**src/atacd_consts.svh**
```systemverilog
`ifndef ATACD_CONSTS_SVH
`define ATACD_CONSTS_SVH
`define ATACD_OP_CHK_PWR_A 8'he5
`define ATACD_OP_CHK_PWR_B 8'h98
`define ATACD_OP_DIAG 8'h90
`define ATACD_OP_ERASE 8'hc0
`define ATACD_OP_FLUSH 8'he7
`define ATACD_OP_FORMAT 8'h50
`define ATACD_OP_IDENT 8'hec
`define ATACD_OP_IDLE_A 8'he3
`define ATACD_OP_IDLE_B 8'h97
`define ATACD_OP_IDLEI_A 8'he1
`define ATACD_OP_IDLEI_B 8'h95
`define ATACD_OP_INITP 8'h91
`define ATACD_OP_KEYMGT 8'hb9
`define ATACD_OP_NOP 8'h00
`define ATACD_OP_RDBUF 8'he4
`define ATACD_OP_RDDMA 8'hc8
`define ATACD_OP_RDLONG_A 8'h22
`define ATACD_OP_RDLONG_B 8'h23
`define ATACD_OP_RDMUL 8'hc4
`define ATACD_OP_RD_A 8'h20
`define ATACD_OP_RD_B 8'h21
`define ATACD_OP_RDVER_A 8'h40
`define ATACD_OP_RDVER_B 8'h41
`define ATACD_OP_RECAL_HI 4'h1
`define ATACD_OP_REQSENSE 8'h03
`define ATACD_OP_SEC_SETPW 8'hf1
`define ATACD_OP_SEC_UNLOCK 8'hf2
`define ATACD_OP_SEC_ERPREP 8'hf3
`define ATACD_OP_SEC_ERUNIT 8'hf4
`define ATACD_OP_SEC_FREEZE 8'hf5
`define ATACD_OP_SEC_DISPW 8'hf6
`define ATACD_OP_SEEK_HI 4'h7
`define ATACD_OP_SETFEAT 8'hef
`define ATACD_OP_SETMUL 8'hc6
`define ATACD_OP_SLEEP_A 8'he6
`define ATACD_OP_SLEEP_B 8'h99
`define ATACD_OP_STBY_A 8'he2
`define ATACD_OP_STBY_B 8'h96
`define ATACD_OP_STBYI_A 8'he0
`define ATACD_OP_STBYI_B 8'h94
`define ATACD_OP_XLATE 8'h87
`define ATACD_OP_WRBUF 8'he8
`define ATACD_OP_WRDMA 8'hca
`define ATACD_OP_WRLONG_A 8'h32
`define ATACD_OP_WRLONG_B 8'h33
`define ATACD_OP_WRMUL 8'hc5
`define ATACD_OP_WRMUL_NE 8'hcd
`define ATACD_OP_WR_A 8'h30
`define ATACD_OP_WR_B 8'h31
`define ATACD_OP_WR_NE 8'h38
`define ATACD_OP_WRVER 8'h3c
`define ATACD_SC_ASLEEP 8'h00
`define ATACD_SC_IDLE 8'hff
`define ATACD_STAT_SKIP 8'h50
`define ATACD_STAT_DONE 8'h50
`define ATACD_STAT_ABORT 8'h51
`define ATACD_ERR_ABORT 8'h04
`define ATACD_DIAG_OK 8'h01
`define ATACD_DIAG_SLAVE 8'h80
`define ATACD_DRV_BIT 4
`define ATACD_LBA_BIT 6
`define ATACD_BUSY_CYCLES 4
`endif

```
**src/atacd_pkg.sv**
```systemverilog
`default_nettype none
package atacd_pkg;
   typedef enum logic [1:0] {
      ATACD_PWR_IDLE,
      ATACD_PWR_SLEEP,
      ATACD_PWR_TO_SLEEP,
      ATACD_PWR_WAKING
   } atacd_pwr_e;
   typedef enum logic [3:0] {
      ATACD_CMD_NONE,
      ATACD_CMD_CHK_PWR,
      ATACD_CMD_DIAG,
      ATACD_CMD_MEDIA,
      ATACD_CMD_IDLE,
      ATACD_CMD_STANDBY,
      ATACD_CMD_SLEEP,
      ATACD_CMD_OTHER,
      ATACD_CMD_ABORT,
      ATACD_CMD_SKIP
   } atacd_cmd_e;
   // which task-file registers the command takes
   typedef struct packed {
      logic feat;
      logic count;
      logic secnum;
      logic cyl;
      logic head;
      logic lba_ok;
   } atacd_use_s;
   typedef struct packed {
      atacd_cmd_e cmd;
      atacd_use_s use_map;
   } atacd_dec_s;
   // parameters handed to the media engine
   typedef struct packed {
      logic [8:0]  count;
      logic [27:0] addr;
      logic        lba_mode;
      logic [3:0]  head;
      logic        drive;
      logic [7:0]  feature;
   } atacd_task_s;
endpackage : atacd_pkg
`default_nettype wire

```
**src/atacd_opcode_rom.sv**
```systemverilog
`default_nettype none
`include "atacd_consts.svh"
module atacd_opcode_rom
   import atacd_pkg::*;
(
   input  wire logic       sys_clk_in,
   input  wire logic       reset_n_in,
   input  wire logic [7:0] opcode_in,
   input  wire logic       skip_in,
   output atacd_dec_s      dec_out
);
   // bits: feat, count, secnum, cyl, head, lba_ok
   function automatic atacd_use_s u(input logic [5:0] m);
      u = atacd_use_s'(m);
   endfunction : u
   atacd_dec_s dec_next;
   always_comb begin
      dec_next = '{cmd: ATACD_CMD_OTHER, use_map: u(6'b000010)};
      case (opcode_in)
         `ATACD_OP_CHK_PWR_A, `ATACD_OP_CHK_PWR_B: dec_next.cmd = ATACD_CMD_CHK_PWR;
         `ATACD_OP_DIAG: dec_next.cmd = ATACD_CMD_DIAG;
         `ATACD_OP_IDLE_A, `ATACD_OP_IDLE_B:
            dec_next = '{cmd: ATACD_CMD_IDLE, use_map: u(6'b010010)};
         `ATACD_OP_IDLEI_A, `ATACD_OP_IDLEI_B: dec_next.cmd = ATACD_CMD_IDLE;
         `ATACD_OP_STBY_A, `ATACD_OP_STBY_B,
         `ATACD_OP_STBYI_A, `ATACD_OP_STBYI_B: dec_next.cmd = ATACD_CMD_STANDBY;
         `ATACD_OP_SLEEP_A, `ATACD_OP_SLEEP_B: dec_next.cmd = ATACD_CMD_SLEEP;
         `ATACD_OP_ERASE, `ATACD_OP_RDDMA, `ATACD_OP_RDMUL, `ATACD_OP_RD_A, `ATACD_OP_RD_B,
         `ATACD_OP_RDVER_A, `ATACD_OP_RDVER_B, `ATACD_OP_XLATE, `ATACD_OP_WRDMA,
         `ATACD_OP_WRMUL, `ATACD_OP_WRMUL_NE, `ATACD_OP_WR_A, `ATACD_OP_WR_B,
         `ATACD_OP_WR_NE, `ATACD_OP_WRVER:
            dec_next = '{cmd: ATACD_CMD_MEDIA, use_map: u(6'b011111)};
         `ATACD_OP_FORMAT:
            dec_next = '{cmd: ATACD_CMD_MEDIA, use_map: u(6'b010111)};
         `ATACD_OP_INITP, `ATACD_OP_SETMUL: dec_next.use_map = u(6'b010010);
         `ATACD_OP_SETFEAT: dec_next.use_map = u(6'b100010);
         `ATACD_OP_FLUSH, `ATACD_OP_KEYMGT, `ATACD_OP_NOP, `ATACD_OP_RDLONG_A,
         `ATACD_OP_RDLONG_B, `ATACD_OP_WRLONG_A, `ATACD_OP_WRLONG_B:
            dec_next.cmd = ATACD_CMD_ABORT;
         default: begin
            if (opcode_in[7:4] == `ATACD_OP_SEEK_HI)
               dec_next = '{cmd: ATACD_CMD_MEDIA, use_map: u(6'b001111)};
            else if (opcode_in[7:4] != `ATACD_OP_RECAL_HI && opcode_in != `ATACD_OP_IDENT
                     && opcode_in != `ATACD_OP_RDBUF && opcode_in != `ATACD_OP_WRBUF
                     && opcode_in != `ATACD_OP_REQSENSE && opcode_in[7:4] != 4'hf)
               dec_next.cmd = ATACD_CMD_ABORT;
         end
      endcase
      if (skip_in)
         dec_next.cmd = ATACD_CMD_SKIP;
   end
   always_ff @(posedge sys_clk_in or negedge reset_n_in) begin
      if (!reset_n_in)
         dec_out <= '0;
      else
         dec_out <= dec_next;
   end
endmodule : atacd_opcode_rom
`default_nettype wire

```
**src/atacd_decoder.sv**
```systemverilog
// Function
// - power query while asleep, entering or waking loads count 00h, interrupts
// - power query while idle loads count ffh, then interrupts
// - card-interface modes: diagnostic runs only on the selected card
// - disk-interface mode: diagnostic ignores drive bit, master reports both
// - diagnostic ends with a result code in the error register
// - sector count zero means 256 sectors
// - head number is the 4-bit drive/head field, 0 to 15
// - skip-flagged command not executed, status 50h returned
// - opcode 38h decodes as write without erase, block addressing allowed
// - opcode cdh decodes as multiple write without erase, block addressing
// - head used for every command: each use map, the default included, sets the head bit
// - block addressing honoured only for commands that support it
// - key management opcode b9 not implemented
// - unimplemented commands end with command aborted
// - primary status read clears interrupt, alternate status read does not
// - drive bit 4 selects card; only selected card executes, except diagnostic in disk-interface mode
`default_nettype none
`include "atacd_consts.svh"
module atacd_decoder
   import atacd_pkg::*;
#(
   parameter int BUSY_CYCLES = `ATACD_BUSY_CYCLES
) (
   input  wire logic        sys_clk_in,
   input  wire logic        reset_n_in,
   input  wire logic        cmd_write_in,
   input  wire logic [7:0]  cmd_opcode_in,
   input  wire logic [7:0]  feature_reg_in,
   input  wire logic [7:0]  sector_count_reg_in,
   input  wire logic [7:0]  sector_number_reg_in,
   input  wire logic [15:0] cylinder_regs_in,
   input  wire logic [7:0]  drive_head_reg_in,
   input  wire logic        card_id_in,
   input  wire logic        disk_interface_mode_in,
   input  wire logic        is_master_in,
   input  wire logic        slave_fault_in,
   input  wire logic [3:0]  slave_code_in,
   input  wire logic        skip_in,
   input  wire atacd_pwr_e  pwr_state_in,
   input  wire logic [7:0]  diag_result_in,
   input  wire logic        status_read_in,
   input  wire logic        alt_status_read_in,
   output logic             busy_flag_out,
   output logic             sc_load_out,
   output logic [7:0]       sc_value_out,
   output logic             err_load_out,
   output logic [7:0]       err_value_out,
   output logic [7:0]       status_out,
   output logic             intrq_out,
   output logic             media_start_out,
   output atacd_task_s      task_out,
   output logic             pwr_req_out,
   output atacd_cmd_e       pwr_cmd_out
);
   typedef enum {ATACD_ST_IDLE, ATACD_ST_DECODE, ATACD_ST_EXEC, ATACD_ST_HOLD} atacd_st_e;
   // hold counter is only 8 bits wide
   if (BUSY_CYCLES < 1 || BUSY_CYCLES > 255) begin : g_busy_range
      $error("busy cycles out of range");
   end
   atacd_dec_s dec;
   atacd_st_e  st_reg, st_next;
   logic [7:0] hold_reg;
   logic       intrq_reg;
   logic [7:0] status_reg;
   logic [7:0] dh_reg;
   atacd_opcode_rom u_rom (
      .sys_clk_in (sys_clk_in),
      .reset_n_in (reset_n_in),
      .opcode_in  (cmd_opcode_in),
      .skip_in    (skip_in),
      .dec_out    (dec)
   );
   wire selected     = dh_reg[`ATACD_DRV_BIT] == card_id_in;
   wire diag_runs    = disk_interface_mode_in || selected;
   wire runs         = (dec.cmd == ATACD_CMD_DIAG) ? diag_runs : selected;
   wire diag_answers = disk_interface_mode_in ? is_master_in : 1'b1;
   wire [7:0] diag_code = (disk_interface_mode_in && slave_fault_in)
                          ? (`ATACD_DIAG_SLAVE | {4'h0, slave_code_in}) : diag_result_in;
   // sleep states zero, idle all ones
   wire [7:0] pwr_count  = (pwr_state_in == ATACD_PWR_IDLE) ? `ATACD_SC_IDLE
                          : `ATACD_SC_ASLEEP;
   wire lba_on = dec.use_map.lba_ok && drive_head_reg_in[`ATACD_LBA_BIT];
   wire [3:0] head_f = dec.use_map.head ? drive_head_reg_in[3:0] : 4'h0;
   wire [8:0] count9 = (sector_count_reg_in == 8'h00) ? 9'h100 : {1'b0, sector_count_reg_in};
   wire exec = (st_reg == ATACD_ST_EXEC);
   always_comb begin
      st_next = st_reg;
      case (st_reg)
         ATACD_ST_IDLE:   if (cmd_write_in) st_next = ATACD_ST_DECODE;
         ATACD_ST_DECODE: st_next = ATACD_ST_EXEC;
         ATACD_ST_EXEC:   st_next = ATACD_ST_HOLD;
         ATACD_ST_HOLD:   if (hold_reg == 8'h00) st_next = ATACD_ST_IDLE;
         default:         st_next = ATACD_ST_IDLE;
      endcase
   end
   always_ff @(posedge sys_clk_in or negedge reset_n_in) begin
      if (!reset_n_in) begin
         st_reg   <= ATACD_ST_IDLE;
         hold_reg <= 8'h00;
         dh_reg   <= 8'h00;
      end else begin
         st_reg   <= st_next;
         if (cmd_write_in && st_reg == ATACD_ST_IDLE)
            dh_reg <= drive_head_reg_in;
         hold_reg <= exec ? 8'(BUSY_CYCLES - 1) : (hold_reg != 8'h00 ? hold_reg - 8'h01 : 8'h00);
      end
   end
   // busy from command write to completion
   assign busy_flag_out = (st_reg != ATACD_ST_IDLE) || cmd_write_in;
   wire fire = exec && runs;
   always_ff @(posedge sys_clk_in or negedge reset_n_in) begin
      if (!reset_n_in) begin
         sc_load_out     <= 1'b0;
         sc_value_out    <= 8'h00;
         err_load_out    <= 1'b0;
         err_value_out   <= 8'h00;
         status_reg      <= 8'h00;
         media_start_out <= 1'b0;
         pwr_req_out     <= 1'b0;
         pwr_cmd_out     <= ATACD_CMD_NONE;
         task_out        <= '0;
      end else begin
         sc_load_out     <= fire && dec.cmd == ATACD_CMD_CHK_PWR;
         sc_value_out    <= pwr_count;
         err_load_out    <= fire && ((dec.cmd == ATACD_CMD_DIAG && diag_answers)
                                     || dec.cmd == ATACD_CMD_ABORT);
         err_value_out   <= (dec.cmd == ATACD_CMD_ABORT) ? `ATACD_ERR_ABORT : diag_code;
         media_start_out <= fire && dec.cmd == ATACD_CMD_MEDIA;
         pwr_req_out     <= fire && (dec.cmd == ATACD_CMD_IDLE
                                     || dec.cmd == ATACD_CMD_STANDBY
                                     || dec.cmd == ATACD_CMD_SLEEP);
         pwr_cmd_out     <= dec.cmd;
         if (fire) begin
            status_reg <= (dec.cmd == ATACD_CMD_SKIP) ? `ATACD_STAT_SKIP
                        : (dec.cmd == ATACD_CMD_ABORT) ? `ATACD_STAT_ABORT : `ATACD_STAT_DONE;
            task_out <= '{count: dec.use_map.count ? count9 : 9'h000,
                          addr: {drive_head_reg_in[3:0], cylinder_regs_in, sector_number_reg_in},
                          lba_mode: lba_on, head: head_f,
                          drive: drive_head_reg_in[`ATACD_DRV_BIT],
                          feature: dec.use_map.feat ? feature_reg_in : 8'h00};
         end
      end
   end
   assign status_out = status_reg;
   // interrupt cleared by primary status read or by command write
   always_ff @(posedge sys_clk_in or negedge reset_n_in) begin
      if (!reset_n_in)
         intrq_reg <= 1'b0;
      else if (st_reg == ATACD_ST_HOLD && hold_reg == 8'h00 && runs
               && dec.cmd != ATACD_CMD_MEDIA)
         intrq_reg <= 1'b1;
      else if (status_read_in || cmd_write_in)
         intrq_reg <= 1'b0;
   end
   assign intrq_out = intrq_reg;
   busy_on_write_a : assert property (@(posedge sys_clk_in) disable iff (!reset_n_in)
      cmd_write_in && st_reg == ATACD_ST_IDLE |=> busy_flag_out)
      else $error("busy not held after command write");
   pwr_query_a : assert property (@(posedge sys_clk_in) disable iff (!reset_n_in)
      sc_load_out |-> (sc_value_out == 8'hff) == ($past(pwr_state_in) == ATACD_PWR_IDLE))
      else $error("power query count wrong");
   idle_count_a : assert property (@(posedge sys_clk_in) disable iff (!reset_n_in)
      sc_load_out && $past(pwr_state_in) == ATACD_PWR_IDLE |-> sc_value_out == 8'hff)
      else $error("idle power query count wrong");
   skip_status_a : assert property (@(posedge sys_clk_in) disable iff (!reset_n_in)
      $past(fire) && $past(dec.cmd) == ATACD_CMD_SKIP |-> status_out == 8'h50)
      else $error("skip status not 50h");
   count_256_a : assert property (@(posedge sys_clk_in) disable iff (!reset_n_in)
      $past(fire) && $past(dec.use_map.count) && $past(sector_count_reg_in) == 8'h00
      |-> task_out.count == 9'h100)
      else $error("zero count not 256");
   count_plain_a : assert property (@(posedge sys_clk_in) disable iff (!reset_n_in)
      fire && dec.use_map.count && sector_count_reg_in != 8'h00
      |=> task_out.count == {1'b0, $past(sector_count_reg_in)})
      else $error("nonzero count changed");
   alt_keeps_a : assert property (@(posedge sys_clk_in) disable iff (!reset_n_in)
      intrq_out && alt_status_read_in && !status_read_in && !cmd_write_in
      |=> intrq_out)
      else $error("alternate read cleared interrupt");
   status_clear_a : assert property (@(posedge sys_clk_in) disable iff (!reset_n_in)
      status_read_in && st_reg == ATACD_ST_IDLE |=> !intrq_out)
      else $error("status read left interrupt");
   diag_select_a : assert property (@(posedge sys_clk_in) disable iff (!reset_n_in)
      exec && dec.cmd == ATACD_CMD_DIAG && !disk_interface_mode_in && !selected
      |=> !err_load_out)
      else $error("diagnostic ran on unselected card");
   diag_slave_a : assert property (@(posedge sys_clk_in) disable iff (!reset_n_in)
      exec && dec.cmd == ATACD_CMD_DIAG && disk_interface_mode_in && !is_master_in
      |=> !err_load_out)
      else $error("slave reported diagnostic");
   slave_code_a : assert property (@(posedge sys_clk_in) disable iff (!reset_n_in)
      exec && dec.cmd == ATACD_CMD_DIAG && disk_interface_mode_in && slave_fault_in
      |=> err_value_out == (`ATACD_DIAG_SLAVE | {4'h0, $past(slave_code_in)}))
      else $error("slave fault code wrong");
   quiet_unsel_a : assert property (@(posedge sys_clk_in) disable iff (!reset_n_in)
      exec && dec.cmd != ATACD_CMD_DIAG && !selected
      |=> !(sc_load_out || err_load_out || media_start_out || pwr_req_out))
      else $error("unselected card executed");
   head_field_a : assert property (@(posedge sys_clk_in) disable iff (!reset_n_in)
      fire && dec.cmd == ATACD_CMD_MEDIA |=> task_out.head == $past(drive_head_reg_in[3:0]))
      else $error("head field wrong");
   write_ne_a : assert property (@(posedge sys_clk_in) disable iff (!reset_n_in)
      fire && cmd_opcode_in == `ATACD_OP_WR_NE && dec.cmd != ATACD_CMD_SKIP
      |=> media_start_out && task_out.lba_mode == $past(drive_head_reg_in[`ATACD_LBA_BIT]))
      else $error("write without erase not started");
   write_mul_ne_a : assert property (@(posedge sys_clk_in) disable iff (!reset_n_in)
      fire && cmd_opcode_in == `ATACD_OP_WRMUL_NE && dec.cmd != ATACD_CMD_SKIP
      |=> media_start_out && task_out.lba_mode == $past(drive_head_reg_in[`ATACD_LBA_BIT]))
      else $error("multiple write without erase not started");
   abort_keys_a : assert property (@(posedge sys_clk_in) disable iff (!reset_n_in)
      fire && cmd_opcode_in == `ATACD_OP_KEYMGT && dec.cmd != ATACD_CMD_SKIP
      |=> err_load_out && err_value_out == `ATACD_ERR_ABORT)
      else $error("key management not aborted");
   lba_gate_a : assert property (@(posedge sys_clk_in) disable iff (!reset_n_in)
      fire && !dec.use_map.lba_ok |=> !task_out.lba_mode)
      else $error("block addressing on unsupported command");
   abort_code_a : assert property (@(posedge sys_clk_in) disable iff (!reset_n_in)
      fire && dec.cmd == ATACD_CMD_ABORT |=> err_load_out && status_out[0])
      else $error("abort not reported");
endmodule : atacd_decoder
`default_nettype wire

```
**config.mk**
```make
export PLATFORM = sky130hd
export DESIGN_NAME = atacd_decoder
export DESIGN_NICKNAME = d
export VERILOG_FILES = /design/src/atacd_pkg.sv /design/src/atacd_opcode_rom.sv /design/src/atacd_decoder.sv
export VERILOG_INCLUDE_DIRS = /design/src /design/src/src
export SDC_FILE = /design/constraint.sdc
export NUM_CORES = 1
export LEC_CHECK = 0
export BUFFER_PORTS_ARGS = -buffer_cell sky130_fd_sc_hd__buf_4
export CORE_MARGIN = 8
export CORE_UTILIZATION = 49
export CTS_CLUSTER_DIAMETER = 80
export CTS_CLUSTER_SIZE = 30
export DETAILED_ROUTE_END_ITERATION = 10
export GPL_TIMING_DRIVEN = 0
export PLACE_DENSITY = 0.8
export SLEW_MARGIN = 20
export SYNTH_ARGS = -nofsm -noshare
export SYNTH_HDL_FRONTEND = slang
export SYNTH_SLANG_ARGS = --single-unit
```
**constraint.sdc**
```tcl
create_clock -name sys_clk_in -period 2.35 [get_ports sys_clk_in]
set_input_delay 0.3525 -clock sys_clk_in [delete_from_list [all_inputs] [get_ports sys_clk_in]]
set_output_delay 0.3525 -clock sys_clk_in [all_outputs]
set_load 0.1 [all_outputs]
```
# Word-level counts from Yosys, hierarchy flattened
# Index checks and enable logic that the tools add are counted.
[totals]
out_inout_bits = 85
input_bits = 80
elab_cells = 153
regBits = 137
[classes]
mux = 24
eq_ne = 62
reduce_logical = 43
addsub = 1
[ops]
columns = ["cell", "count"]
rows = [
  ["8-bit equality test, second input constant", 25],
  ["32-bit case mux with 4 select lines", 1],
  ["8-bit by 6-bit equality test with 1-bit output, second input constant", 10],
  ["32-bit by 2-bit equality test with 1-bit output, second input constant", 2],
  ["32-bit by 3-bit equality test with 1-bit output, second input constant", 2],
  ["32-bit zero test", 2],
  ["32-bit 2-to-1 mux", 2],
  ["8-bit 2-to-1 mux", 6],
  ["32-bit by 1-bit equality test with 1-bit output, second input constant", 1],
  ["4-bit case mux with 8 select lines", 1],
  ["32-bit nonzero test", 1],
  ["6-bit case mux with 5 select lines", 1],
  ["8-bit by 7-bit equality test with 1-bit output, second input constant", 3],
  ["8-bit zero test", 3],
  ["8-bit != test, second input constant", 3],
  ["4-bit 2-to-1 mux", 5],
  ["9-bit 2-to-1 mux", 2],
  ["18-bit OR reduction", 1],
  ["1-bit logical AND", 17],
  ["4-bit by 3-bit equality test with 1-bit output, second input constant", 4],
  ["16-bit OR reduction", 1],
  ["15-bit OR reduction", 1],
  ["4-bit OR reduction", 3],
  ["4-bit by 2-bit equality test with 1-bit output, second input constant", 2],
  ["other kinds (18)", 31],
]

# Logic depth before layout (Yosys ltp)
# Gate-level depths: netlist of the first run.
[logic_depth]
ltp_word = 10
ltp_mapped = 8

# Cells and area by module
# Synthesis of the first run repeated with hierarchy kept, for this count alone.
[hier_totals]
cells_unflattened = 415
hier_area_um2 = 4565.6
[by_module_without_submodules]
columns = ["mod", "instances", "area_each_um2", "cells_each"]
rows = [
  ["atacd_decoder", 1, 3524.6, 292],
  ["atacd_opcode_rom", 1, 1041.0, 123],
]

# Worst setup path before layout of the first run
# No wires, ideal clock.
[synth_path]
path_kind = "register to register"
from = "register st_reg[0]"
to = "register st_reg[1]"
required_time_ns = 2.225
slack_ns = 0.426
path_buffers = 0
stages_incl_launch_ff = 6
arrival_ns = 1.800
setup_time_ns = 0.125
synth_period_minus_slack_ns = 1.924
path_cell_list = "dfrtp_1 > inv_1 > ha_1 > nand2b_1 > o21ai_2 > mux2_2"
[synth_via]
elab_chain_cells = 3
[synth_lines]
columns = ["item", "line", "source"]
rows = [
  ["start: declaration", "atacd_decoder.sv:62", "atacd_st_e st_reg, st_next;"],
  ["start signal: assignment", "atacd_decoder.sv:103", "st_reg <= st_next;"],
  ["32-bit by 2-bit equality test with 1-bit output or 32-bit zero test (tied branches)", "atacd_decoder.sv:89", "case (st_reg)"],
  ["2-bit != test (no source line)", "-", ""],
  ["2-bit AND reduction (no source line)", "-", ""],
]
# Parallel ways exist; a longest one is shown, timed or not.
# A chain may end at the register's enable or synchronous reset.

# Worst setup path in the final report of the first run
[layout_path]
from = "register u_rom.dec_out[7] (netlist name)"
to = "register task_out[10] (netlist name)"
[layout_via]
elab_chain_cells = 3
[layout_lines]
columns = ["item", "line", "source"]
rows = [
  ["start: declaration", "atacd_opcode_rom.sv:10", "output atacd_dec_s dec_out"],
  ["start signal: assignment", "atacd_opcode_rom.sv:56", "dec_out <= dec_next;"],
  ["4-bit by 2-bit equality test with 1-bit output", "atacd_decoder.sv:76", "wire runs = (dec.cmd == ATACD_CMD_DIAG) ? diag_runs : selected;"],
  ["1-bit 2-to-1 mux", "atacd_decoder.sv:76", ""],
  ["1-bit logical AND", "atacd_decoder.sv:111", "wire fire = exec && runs;"],
  ["end signal: assignment", "atacd_decoder.sv:137", "task_out <= '{count: dec.use_map.count ? count9 : 9'h000,"],
  ["end: declaration", "atacd_decoder.sv:52", "output atacd_task_s task_out,"],
]
# No other way between the ends.

==> results of run 1 <==
per-layer routing:
metal | track usage [%] | up-vias | share of wire (%)
li1 | - | 1659 | -
met1 | 23.5 | 1647 | 41
met2 | 29.3 | 153 | 48
met3 | 4.76 | 13 | 9.6
met4 | 6.35 | 0 | 1.3
met5 | 0 | - | 0
area by class of cell:
type	instances	area, µm²	area share (%)
buffer	34	235	4.14
clock buffer	10	128	2.25
clock inverter	6	75.1	1.32
inverter	11	41.3	0.727
multi-input combinational	262	1670	29.3
sequential	90	2250	39.6
tap	105	131	2.31
timing repair buffer	153	1150	20.3
path summary, 6_finish.rpt:
check | from | endpoint | slack (ps) | depth (start not counted)
setup / recovery | u_rom.dec_out[7] | task_out[10] | 430 | 8
hold / removal | reset_n_in | err_value_out[2] | 50 | 1
setup reg to reg | u_rom.dec_out[7] | task_out[10] | 430 | 8
hold reg to reg | task_out[4] | task_out[4] | 490 | 2
max in group asynchronous | reset_n_in | pwr_cmd_out[2] | 1750 | 1
min in group sys_clk_in | pwr_state_in[0] | sc_value_out[6] | 150 | 2
logic make-up (layout without fill, tap and decap cells):
| group | count (synthesis) | in the layout | share of synthesized area, % |
|---|---|---|---|
| XOR/XNOR | 8 | 8 | 1.68 |
| multiplexers | 32 | 32 | 8.62 |
| other | 2 | 6 | 0.180 |
| buffers and inverters | 45 | 214 | 6.61 |
| flip-flops | 90 | 90 | 53.9 |
| AO/OA/AOI/OAI | 55 | 55 | 8.20 |
| AND/OR/NAND/NOR | 156 | 156 | 19.3 |
| adder cells (fa/ha/maj) | 5 | 5 | 1.50 |
per-stage QoR:
stage / utilization (%) / cells / hold WS [ps] / area [µm²] / setup slack [ps]
CTS: 68.8 / 671 / 126 / 5680 / 403
detailed placement: 66.3 / 655 / 473 / 5480 / 210
global route: 68.8 / 671 / 114 / 5680 / 130
global placement: 66.3 / 655 / 466 / 5480 / 276
floorplan: - / 397 / 56.9 / 4200 / 426
finish: 68.8 / 671 / 54.7 / 5680 / 434
cell usage after synthesis, types with 2 or more instances:
cell type and n:
nand3_1 13, and3_1 7, a21oi_1 8, dfrtp_1 90, mux2_2 32, nand3b_1 3
nor4_1 2, o21ai_0 30, clkbuf_1 4, nand2b_1 5, o311ai_0 2, ha_1 5
xor2_1 3, inv_1 11, nand4b_1 4, buf_1 2, buf_4 14, conb_1 2
or2_2 3, nand2_1 64, nor4b_4 2, nor2b_1 3, nor2_1 29, buf_2 8
o21bai_1 2, xnor2_1 5, buf_6 6, nor3_1 10
worst max-delay path, cell delays in order, from the launching register on:
cell and delay [ps]:
dfrtp_1 440, inv_1 90, nor4_2 290, a21oi_1 120, nand2b_1 160, buf_2 190
clkbuf_1 280, nand2_1 140, o21ai_0 90
power breakdown:
group,internal [µW],total [µW],leakage [µW],switching [µW]
Combinational,1200,4820,0.00156,3620
Clock,507,1060,0.0000990,553
Sequential,1990,2240,0.00114,255
==> qor.yml, run 1 <==
clock_tree:
  clock_path_buffers: 2
  cts_setup_buffers: 0
  cts-root-buf: "clkbuf_8"
  path_clk_slew_ps: 90
  cts_made_buffers: 9
  cts_resized: 0
  htree_levels: 3
  insertion_delay_ps: 350
  ctsHoldBuffers: 0
  clkSinkCount: 90
  cts_tree: "done"
die:
  start_util_pct: 50.6
  die_w_um: 108
  core_um2: 8260
  fp-row-count: 33
  boundaryPins: 165
  die-height_um: 108
  die-area_um2: 11700
place:
  gp_congestion: 0.873
  io_buffers: 153
  hpwl_mm: 8.59
critical_path:
  cp.arrival_ps: 2130
  critical_path_class: "flip-flop to flip-flop"
  endpoint_kind: "flip-flop"
  worstPathMaxFanout: 10
  start_kind: "flip-flop"
  required_ps: 2560
logic_synthesis:
  yosys_warnings: 0
  synth_top_area_share_pct: 53.9
  synth_area_leaders: "dfrtp_1 (54%), mux2_2 (8.6%), nand2_1 (5.7%), o21ai_0 (3.6%), nor2_1 (2.6%)"
  synth-seq-cells: 90
  syn_inst: 393
  synthArstFlopShare_pct: 100
  synth_area_um2: 4180
  synthFlopType: "dfrtp_1"
  synth.distinct_cells: 52
  yosys.area.top_type: "dfrtp_1"
  syn_area_per_cell_um2: 10.6
  synth_edf_count: 0
  synth_seq_area_share_pct: 53.9
finish:
  layout_commonest_cell: "buf_4"
  final.fill_count: 654
  drive_gt1_share_pct: 42.6
  area_growth_pct: 35.9
  regMostFlops: "task_out"
  antenna_cells: 0
  nets: 646
  largest_register_ffs: 51
  mostFrequentLayoutCells: "buf_4 (166), dfrtp_1 (90), nand2_1 (64)"
routing:
  routed_wl_mm: 10.9
  routedWlPerCell_um: 16.3
  drc: 0
  vias: 3472
  first_iter_violations: 239
  ant_nets: 0
  vias_per_cell: 5.17
  first_pass_iters: 6
global_route:
  track_usage_pct: 18.3
  grt_pass1_vias: 3441
  grt_max_degree: 91
  grt_first_pass_wirelength_mm: 17.2
  antenna_found_initial: 0
  grt_remaining_overflow: 0
pwr:
  p_per_area_nw_per_um2: 1430
  p_leak_uw: 0.00279
  vdd_ir_drop_max_uv: 653
  p_total_uw: 8120
sta:
  skew_ps: 9.48
  worst_pin_slew_ps: 785
  rsz0062_at_grt: "false"
  drv_slew: 0
  post-route-min-period_ps: 1920
  setup_viol: 0
  period_share_pct: 81.5
  clock.fmax_mhz: 522
  finalHoldViolations: 0
  slew_headroom_pct: 47.6
  setup_tns_ps: 0
outcome:
  status: "finished, final reports clean"
hold_path:
  hold_class: "primary input to asynchronous set/reset pin"
run:
  max-cap-violations: 0
Power figures use the tool's default switching activity.
==> run 2: changes to the inputs <==
--- a/config.mk
+++ b/config.mk
@@ -8,12 +8,12 @@
 export LEC_CHECK = 0
 export BUFFER_PORTS_ARGS = -buffer_cell sky130_fd_sc_hd__buf_4
 export CORE_MARGIN = 8
-export CORE_UTILIZATION = 49
+export CORE_UTILIZATION = 44
 export CTS_CLUSTER_DIAMETER = 80
 export CTS_CLUSTER_SIZE = 30
 export DETAILED_ROUTE_END_ITERATION = 10
 export GPL_TIMING_DRIVEN = 0
-export PLACE_DENSITY = 0.8
+export PLACE_DENSITY = 0.76
 export SLEW_MARGIN = 20
 export SYNTH_ARGS = -nofsm -noshare
 export SYNTH_HDL_FRONTEND = slang
==> constraint.sdc (replaced) <==
create_clock -name sys_clk_in -period 1.65 [get_ports sys_clk_in]
set_input_delay 0.2475 -clock sys_clk_in [delete_from_list [all_inputs] [get_ports sys_clk_in]]
set_output_delay 0.2475 -clock sys_clk_in [all_outputs]
set_load 0.1 [all_outputs]
==> qor.yml, run 2 (same netlist as run 1, synthesis figures left out) <==
place:
  dp.cells: 679
  io_buffers: 153
  gp_congestion: 0.888
  hpwl_mm: 8.72
  dp_slack_ps: -344
critical_path:
  cp.arrival_ps: 1960
  critical_path_class: "flip-flop to flip-flop"
  worstPathMaxFanout: 3
  endpoint_kind: "flip-flop"
  start_kind: "flip-flop"
  required_ps: 1890
sta:
  finalHoldViolations: 76
  slew_headroom_pct: 47.1
  rsz0062_at_grt: "true"
  period_share_pct: 105
  drv_slew: 0
  post-route-min-period_ps: 1730
  skew_ps: 12.8
  clock.fmax_mhz: 579
  setup_viol: 35
  setup_ws_ps: -75.9
  holdWs_ps: -33.8
  worst_pin_slew_ps: 794
die:
  fp-row-count: 35
  core_um2: 9240
  boundaryPins: 165
  start_util_pct: 45.2
  die-height_um: 113
  die-area_um2: 12900
  die_w_um: 113
finish:
  layout.cells.non_filler: 704
  final_core_util_pct: 64.4
  antenna_cells: 0
  nets: 655
  area_growth_pct: 42.4
  regMostFlops: "task_out"
  largest_register_ffs: 51
  mostFrequentLayoutCells: "buf_4 (174), dfrtp_1 (87), nand2_1 (64)"
  final.fill_count: 716
  drive_gt1_share_pct: 47.0
  layout_commonest_cell: "buf_4"
outcome:
  violations: "negative hold slack, negative setup slack"
  status: "finished with violations"
pwr:
  p_per_area_nw_per_um2: 2010
  clkPwrFrac_pct: 12.5
  p_int_uw: 5540
  sw_frac_of_total_pct: 53.7
  p_sw_uw: 6430
  pwr-share-seq_pct: 26.6
  p_leak_uw: 0.00289
  p_comb_share_pct: 60.9
  vdd_ir_drop_max_uv: 1120
routing:
  routed_wl_mm: 11.5
  drc: 0
  routedWlPerCell_um: 16.3
  first_iter_violations: 178
  vias: 3482
  vias_per_cell: 4.95
  ant_nets: 0
  first_pass_iters: 4
clock_tree:
  cts_tree: "done"
  path_clk_slew_ps: 90
  ctsHoldBuffers: 0
  cts-root-buf: "clkbuf_8"
  clock_path_buffers: 2
  insertion_delay_ps: 350
  htree_levels: 3
  clkSinkCount: 90
  cts_made_buffers: 9
global_route:
  antenna_found_initial: 0
  track_usage_pct: 17.3
  grt_remaining_overflow: 0
  grt_pass1_vias: 3505
  grt_first_pass_wirelength_mm: 17.9
  grt_max_degree: 91
run:
  max-cap-violations: 0
hold_path:
  hold_class: "primary input to asynchronous set/reset pin"
## run 2: layout make-up
type / instances / area, µm² / share of cell area [%]
flip-flops and latches: 90 / 2260 / 37.9
plain buffers: 32 / 284 / 4.77
clock inverters: 7 / 73.8 / 1.24
clock buffers: 9 / 124 / 2.08
inverters: 11 / 41.3 / 0.694
well taps: 129 / 161 / 2.71
multi-input cells: 263 / 1760 / 29.5
repair buffers: 163 / 1260 / 21.1
## run 2: critical path: stages, from the launching register on
cell,delay [ps]
dfrtp_1,390
or4_4,560
nor4b_4,320
o21ai_2,100
mux2_2,270
## run 2: through the flow
stage	total power (µW)	area, µm²	hold slack (ps)	TNS, ps
detailed placement	10100	5510	410	-16890
global route	12500	5950	25.7	-3770
global placement	10000	5510	400	-12040
CTS	11900	5850	40.0	-2130
finish	12000	5950	-33.8	-770
floorplan	8570	4200	-48.1	-257
## run 2: repair_timing
| item | in CTS | in global routing |
|---|---|---|
| pin swaps | 11 | 7 |
| endpoints found under the hold margin | 0 | 0 |
| resized for setup | 33 | 17 |
| setup buffers | 6 | 3 |
| gates cloned | 0 | 2 |
| endpoints found under the setup margin | 65 | 69 |
## run 2: per-layer routing
layer,track usage (%),part of all wire (%),up-vias
li1,-,-,1675
met1,19.9,42,1667
met2,31.2,51,133
met3,4.23,6.6,7
met4,4.62,0.73,0
met5,0,0,-
## run 2: final timing paths
path,startpoint,to,slack [ps],depth (start not counted)
worst max-delay path,hold_reg[4],st_reg[1],-80,4
worst min-delay path,reset_n_in,task_out[24],-30,1
worst max register to register,hold_reg[4],st_reg[1],-80,4
worst min register to register,task_out[13],task_out[13],490,2
max in group asynchronous,reset_n_in,u_rom.dec_out[6],1120,1
min in group sys_clk_in,pwr_state_in[0],sc_value_out[6],50,2
## run 2: power by group through the flow
stage | Combinational (µW) | Sequential (µW) | Clock (µW)
after detailed placement | 6890 | 3240 | 0
after global routing | 7590 | 3260 | 1620
final | 7290 | 3190 | 1490
after floorplan | 1700 | 6860 | 0
after global placement | 6820 | 3210 | 0
after CTS | 7140 | 3190 | 1530
==> run 3: changes to the inputs <==
--- a/config.mk
+++ b/config.mk
@@ -14,6 +14,7 @@
 export DETAILED_ROUTE_END_ITERATION = 10
 export GPL_TIMING_DRIVEN = 0
 export PLACE_DENSITY = 0.76
+export RECOVER_POWER = 100
 export SLEW_MARGIN = 20
 export SYNTH_ARGS = -nofsm -noshare
 export SYNTH_HDL_FRONTEND = slang
==> qor.yml, run 3 (same netlist as run 1, synthesis figures left out) <==
outcome:
  status: "finished with violations"
  violations: "negative setup slack"
global_route:
  grt_first_pass_wirelength_mm: 17.9
  grt_pass1_vias: 3505
  grt_max_degree: 91
  track_usage_pct: 17.3
  antenna_found_initial: 0
  grt_remaining_overflow: 0
sta:
  clock.fmax_mhz: 577
  period_share_pct: 105
  finalHoldViolations: 0
  rsz0062_at_grt: "true"
  setup_ws_ps: -82.9
  worst_pin_slew_ps: 1200
  slew_headroom_pct: 19.9
  drv_slew: 0
  skew_ps: 12.2
  setup_viol: 33
  post-route-min-period_ps: 1730
  holdWs_ps: 48.1
critical_path:
  critical_path_class: "flip-flop to flip-flop"
  crit_family: "simple AND/OR/NAND/NOR gates"
  worstPathMaxFanout: 3
  cp_cell_sequence: "or4_4, nor4b_4, o21ai_2, mux2_2"
  start_kind: "flip-flop"
  path_buf_inv: 0
  r2r-end: "st_reg[1]"
  cp_slowest_cell: "or4_4"
  regToRegSetupSlack_ps: -80
  endpoint_kind: "flip-flop"
  reg2reg_depth: 4
  cp.arrival_ps: 1960
  regToRegStartpoint: "hold_reg[4]"
  required_ps: 1880
  slowest_delay_ps: 560
finish:
  drive_gt1_share_pct: 46.1
  largest_register_ffs: 51
  area_growth_pct: 36.2
  layout.cells.non_filler: 704
  final.fill_count: 784
  antenna_cells: 0
  mostFrequentLayoutCells: "buf_4 (90), dfrtp_1 (87), clkbuf_2 (71)"
  regMostFlops: "task_out"
  nets: 655
  layout_commonest_cell: "buf_4"
die:
  core_um2: 9240
  die-height_um: 113
  die-area_um2: 12900
  boundaryPins: 165
  fp-row-count: 35
  die_w_um: 113
  start_util_pct: 45.2
routing:
  routed_wl_mm: 11.4
  vias_per_cell: 4.93
  routedWlPerCell_um: 16.3
  drc: 0
  vias: 3471
  first_pass_iters: 5
  first_iter_violations: 200
  ant_nets: 0
place:
  dp.cells: 679
  gp_congestion: 0.888
  hpwl_mm: 8.72
  io_buffers: 153
pwr:
  pwr-share-seq_pct: 27.5
  p_total_uw: 11600
  p_sw_uw: 6400
  vdd_ir_drop_max_uv: 1030
  p_per_area_nw_per_um2: 2030
  p_leak_uw: 0.00279
  clkPwrFrac_pct: 12.9
  p_int_uw: 5150
  p_comb_share_pct: 59.5
  sw_frac_of_total_pct: 55.4
clock_tree:
  path_clk_slew_ps: 90
  cts-root-buf: "clkbuf_8"
  clock_path_buffers: 2
  cts_made_buffers: 9
  htree_levels: 3
  clkSinkCount: 90
  cts_tree: "done"
  insertion_delay_ps: 350
run:
  max-cap-violations: 0
hold_path:
  hold_start: "pwr_state_in[0]"
  whs_path_depth: 2
  holdPathEnd: "sc_value_out[6]"
  hold_class: "primary input to flip-flop"
run 3: cell types whose count changed in the layout (fill, tap and decap cells not counted), sizes merged:
cell	change
clkbuf	+85
buf	-85
run 3: timing repair:
action                                 in CTS  in global routing
gates resized for setup                    33                 17
hold buffers                                0                  0
endpoints found under the hold margin       0                  0
pin swaps                                  11                  7
setup buffers                               6                  3
setup endpoints to repair                  65                 69
cloned                                      0                  2
run 3: worst max-delay path by stage:
stage                     depth (start not counted)          endpoint              from  slack [ps]
after floorplan                                   4         st_reg[1]       hold_reg[5]         -70
after global placement                            8  u_rom.dec_out[6]  cmd_opcode_in[5]        -260
after detailed placement                          7       pwr_req_out  u_rom.dec_out[7]        -340
after CTS                                         4         st_reg[1]       hold_reg[4]        -120
after global routing                              4         st_reg[1]       hold_reg[4]        -150
final                                             4         st_reg[1]       hold_reg[4]         -80
run 3: metrics by stage:
stage	worst slack [ps]	setup TNS [ps]	instance area [µm²]	util, %
after floorplan	-68.3	-257	4200	-
after global placement	-262	-12040	5510	59.6
after detailed placement	-344	-16890	5510	59.6
after CTS	-124	-2130	5850	63.3
after global routing	-148	-4020	5690	61.6
final	-82.9	-596	5690	61.6
run 3: metal layers:
metal  wire length (µm)  up-vias  global-route usage (%)
li1                   -     1677                       -
met1               4870     1668                    19.9
met2               5770      119                    31.2
met3                722        7                    4.23
met4                 80        0                    4.62
met5                  0        -                       0
run 3: area by class of cell:
class | count | area [µm²] | area share (%)
flip-flops and latches | 90 | 2260 | 39.6
clock inverters | 7 | 73.8 | 1.30
well taps | 129 | 161 | 2.84
repair buffers | 163 | 1060 | 18.7
inverters | 11 | 41.3 | 0.725
multi-input cells | 263 | 1720 | 30.2
clock buffers | 9 | 124 | 2.18
plain buffers | 32 | 258 | 4.53
run 3: power by group through the flow:
stage	clock network, µW	registers, µW	logic (µW)
global route	1620	3260	7180
CTS	1530	3190	7140
detailed placement	0	3240	6890
floorplan	0	6860	1700
global placement	0	3210	6820
finish	1500	3180	6880
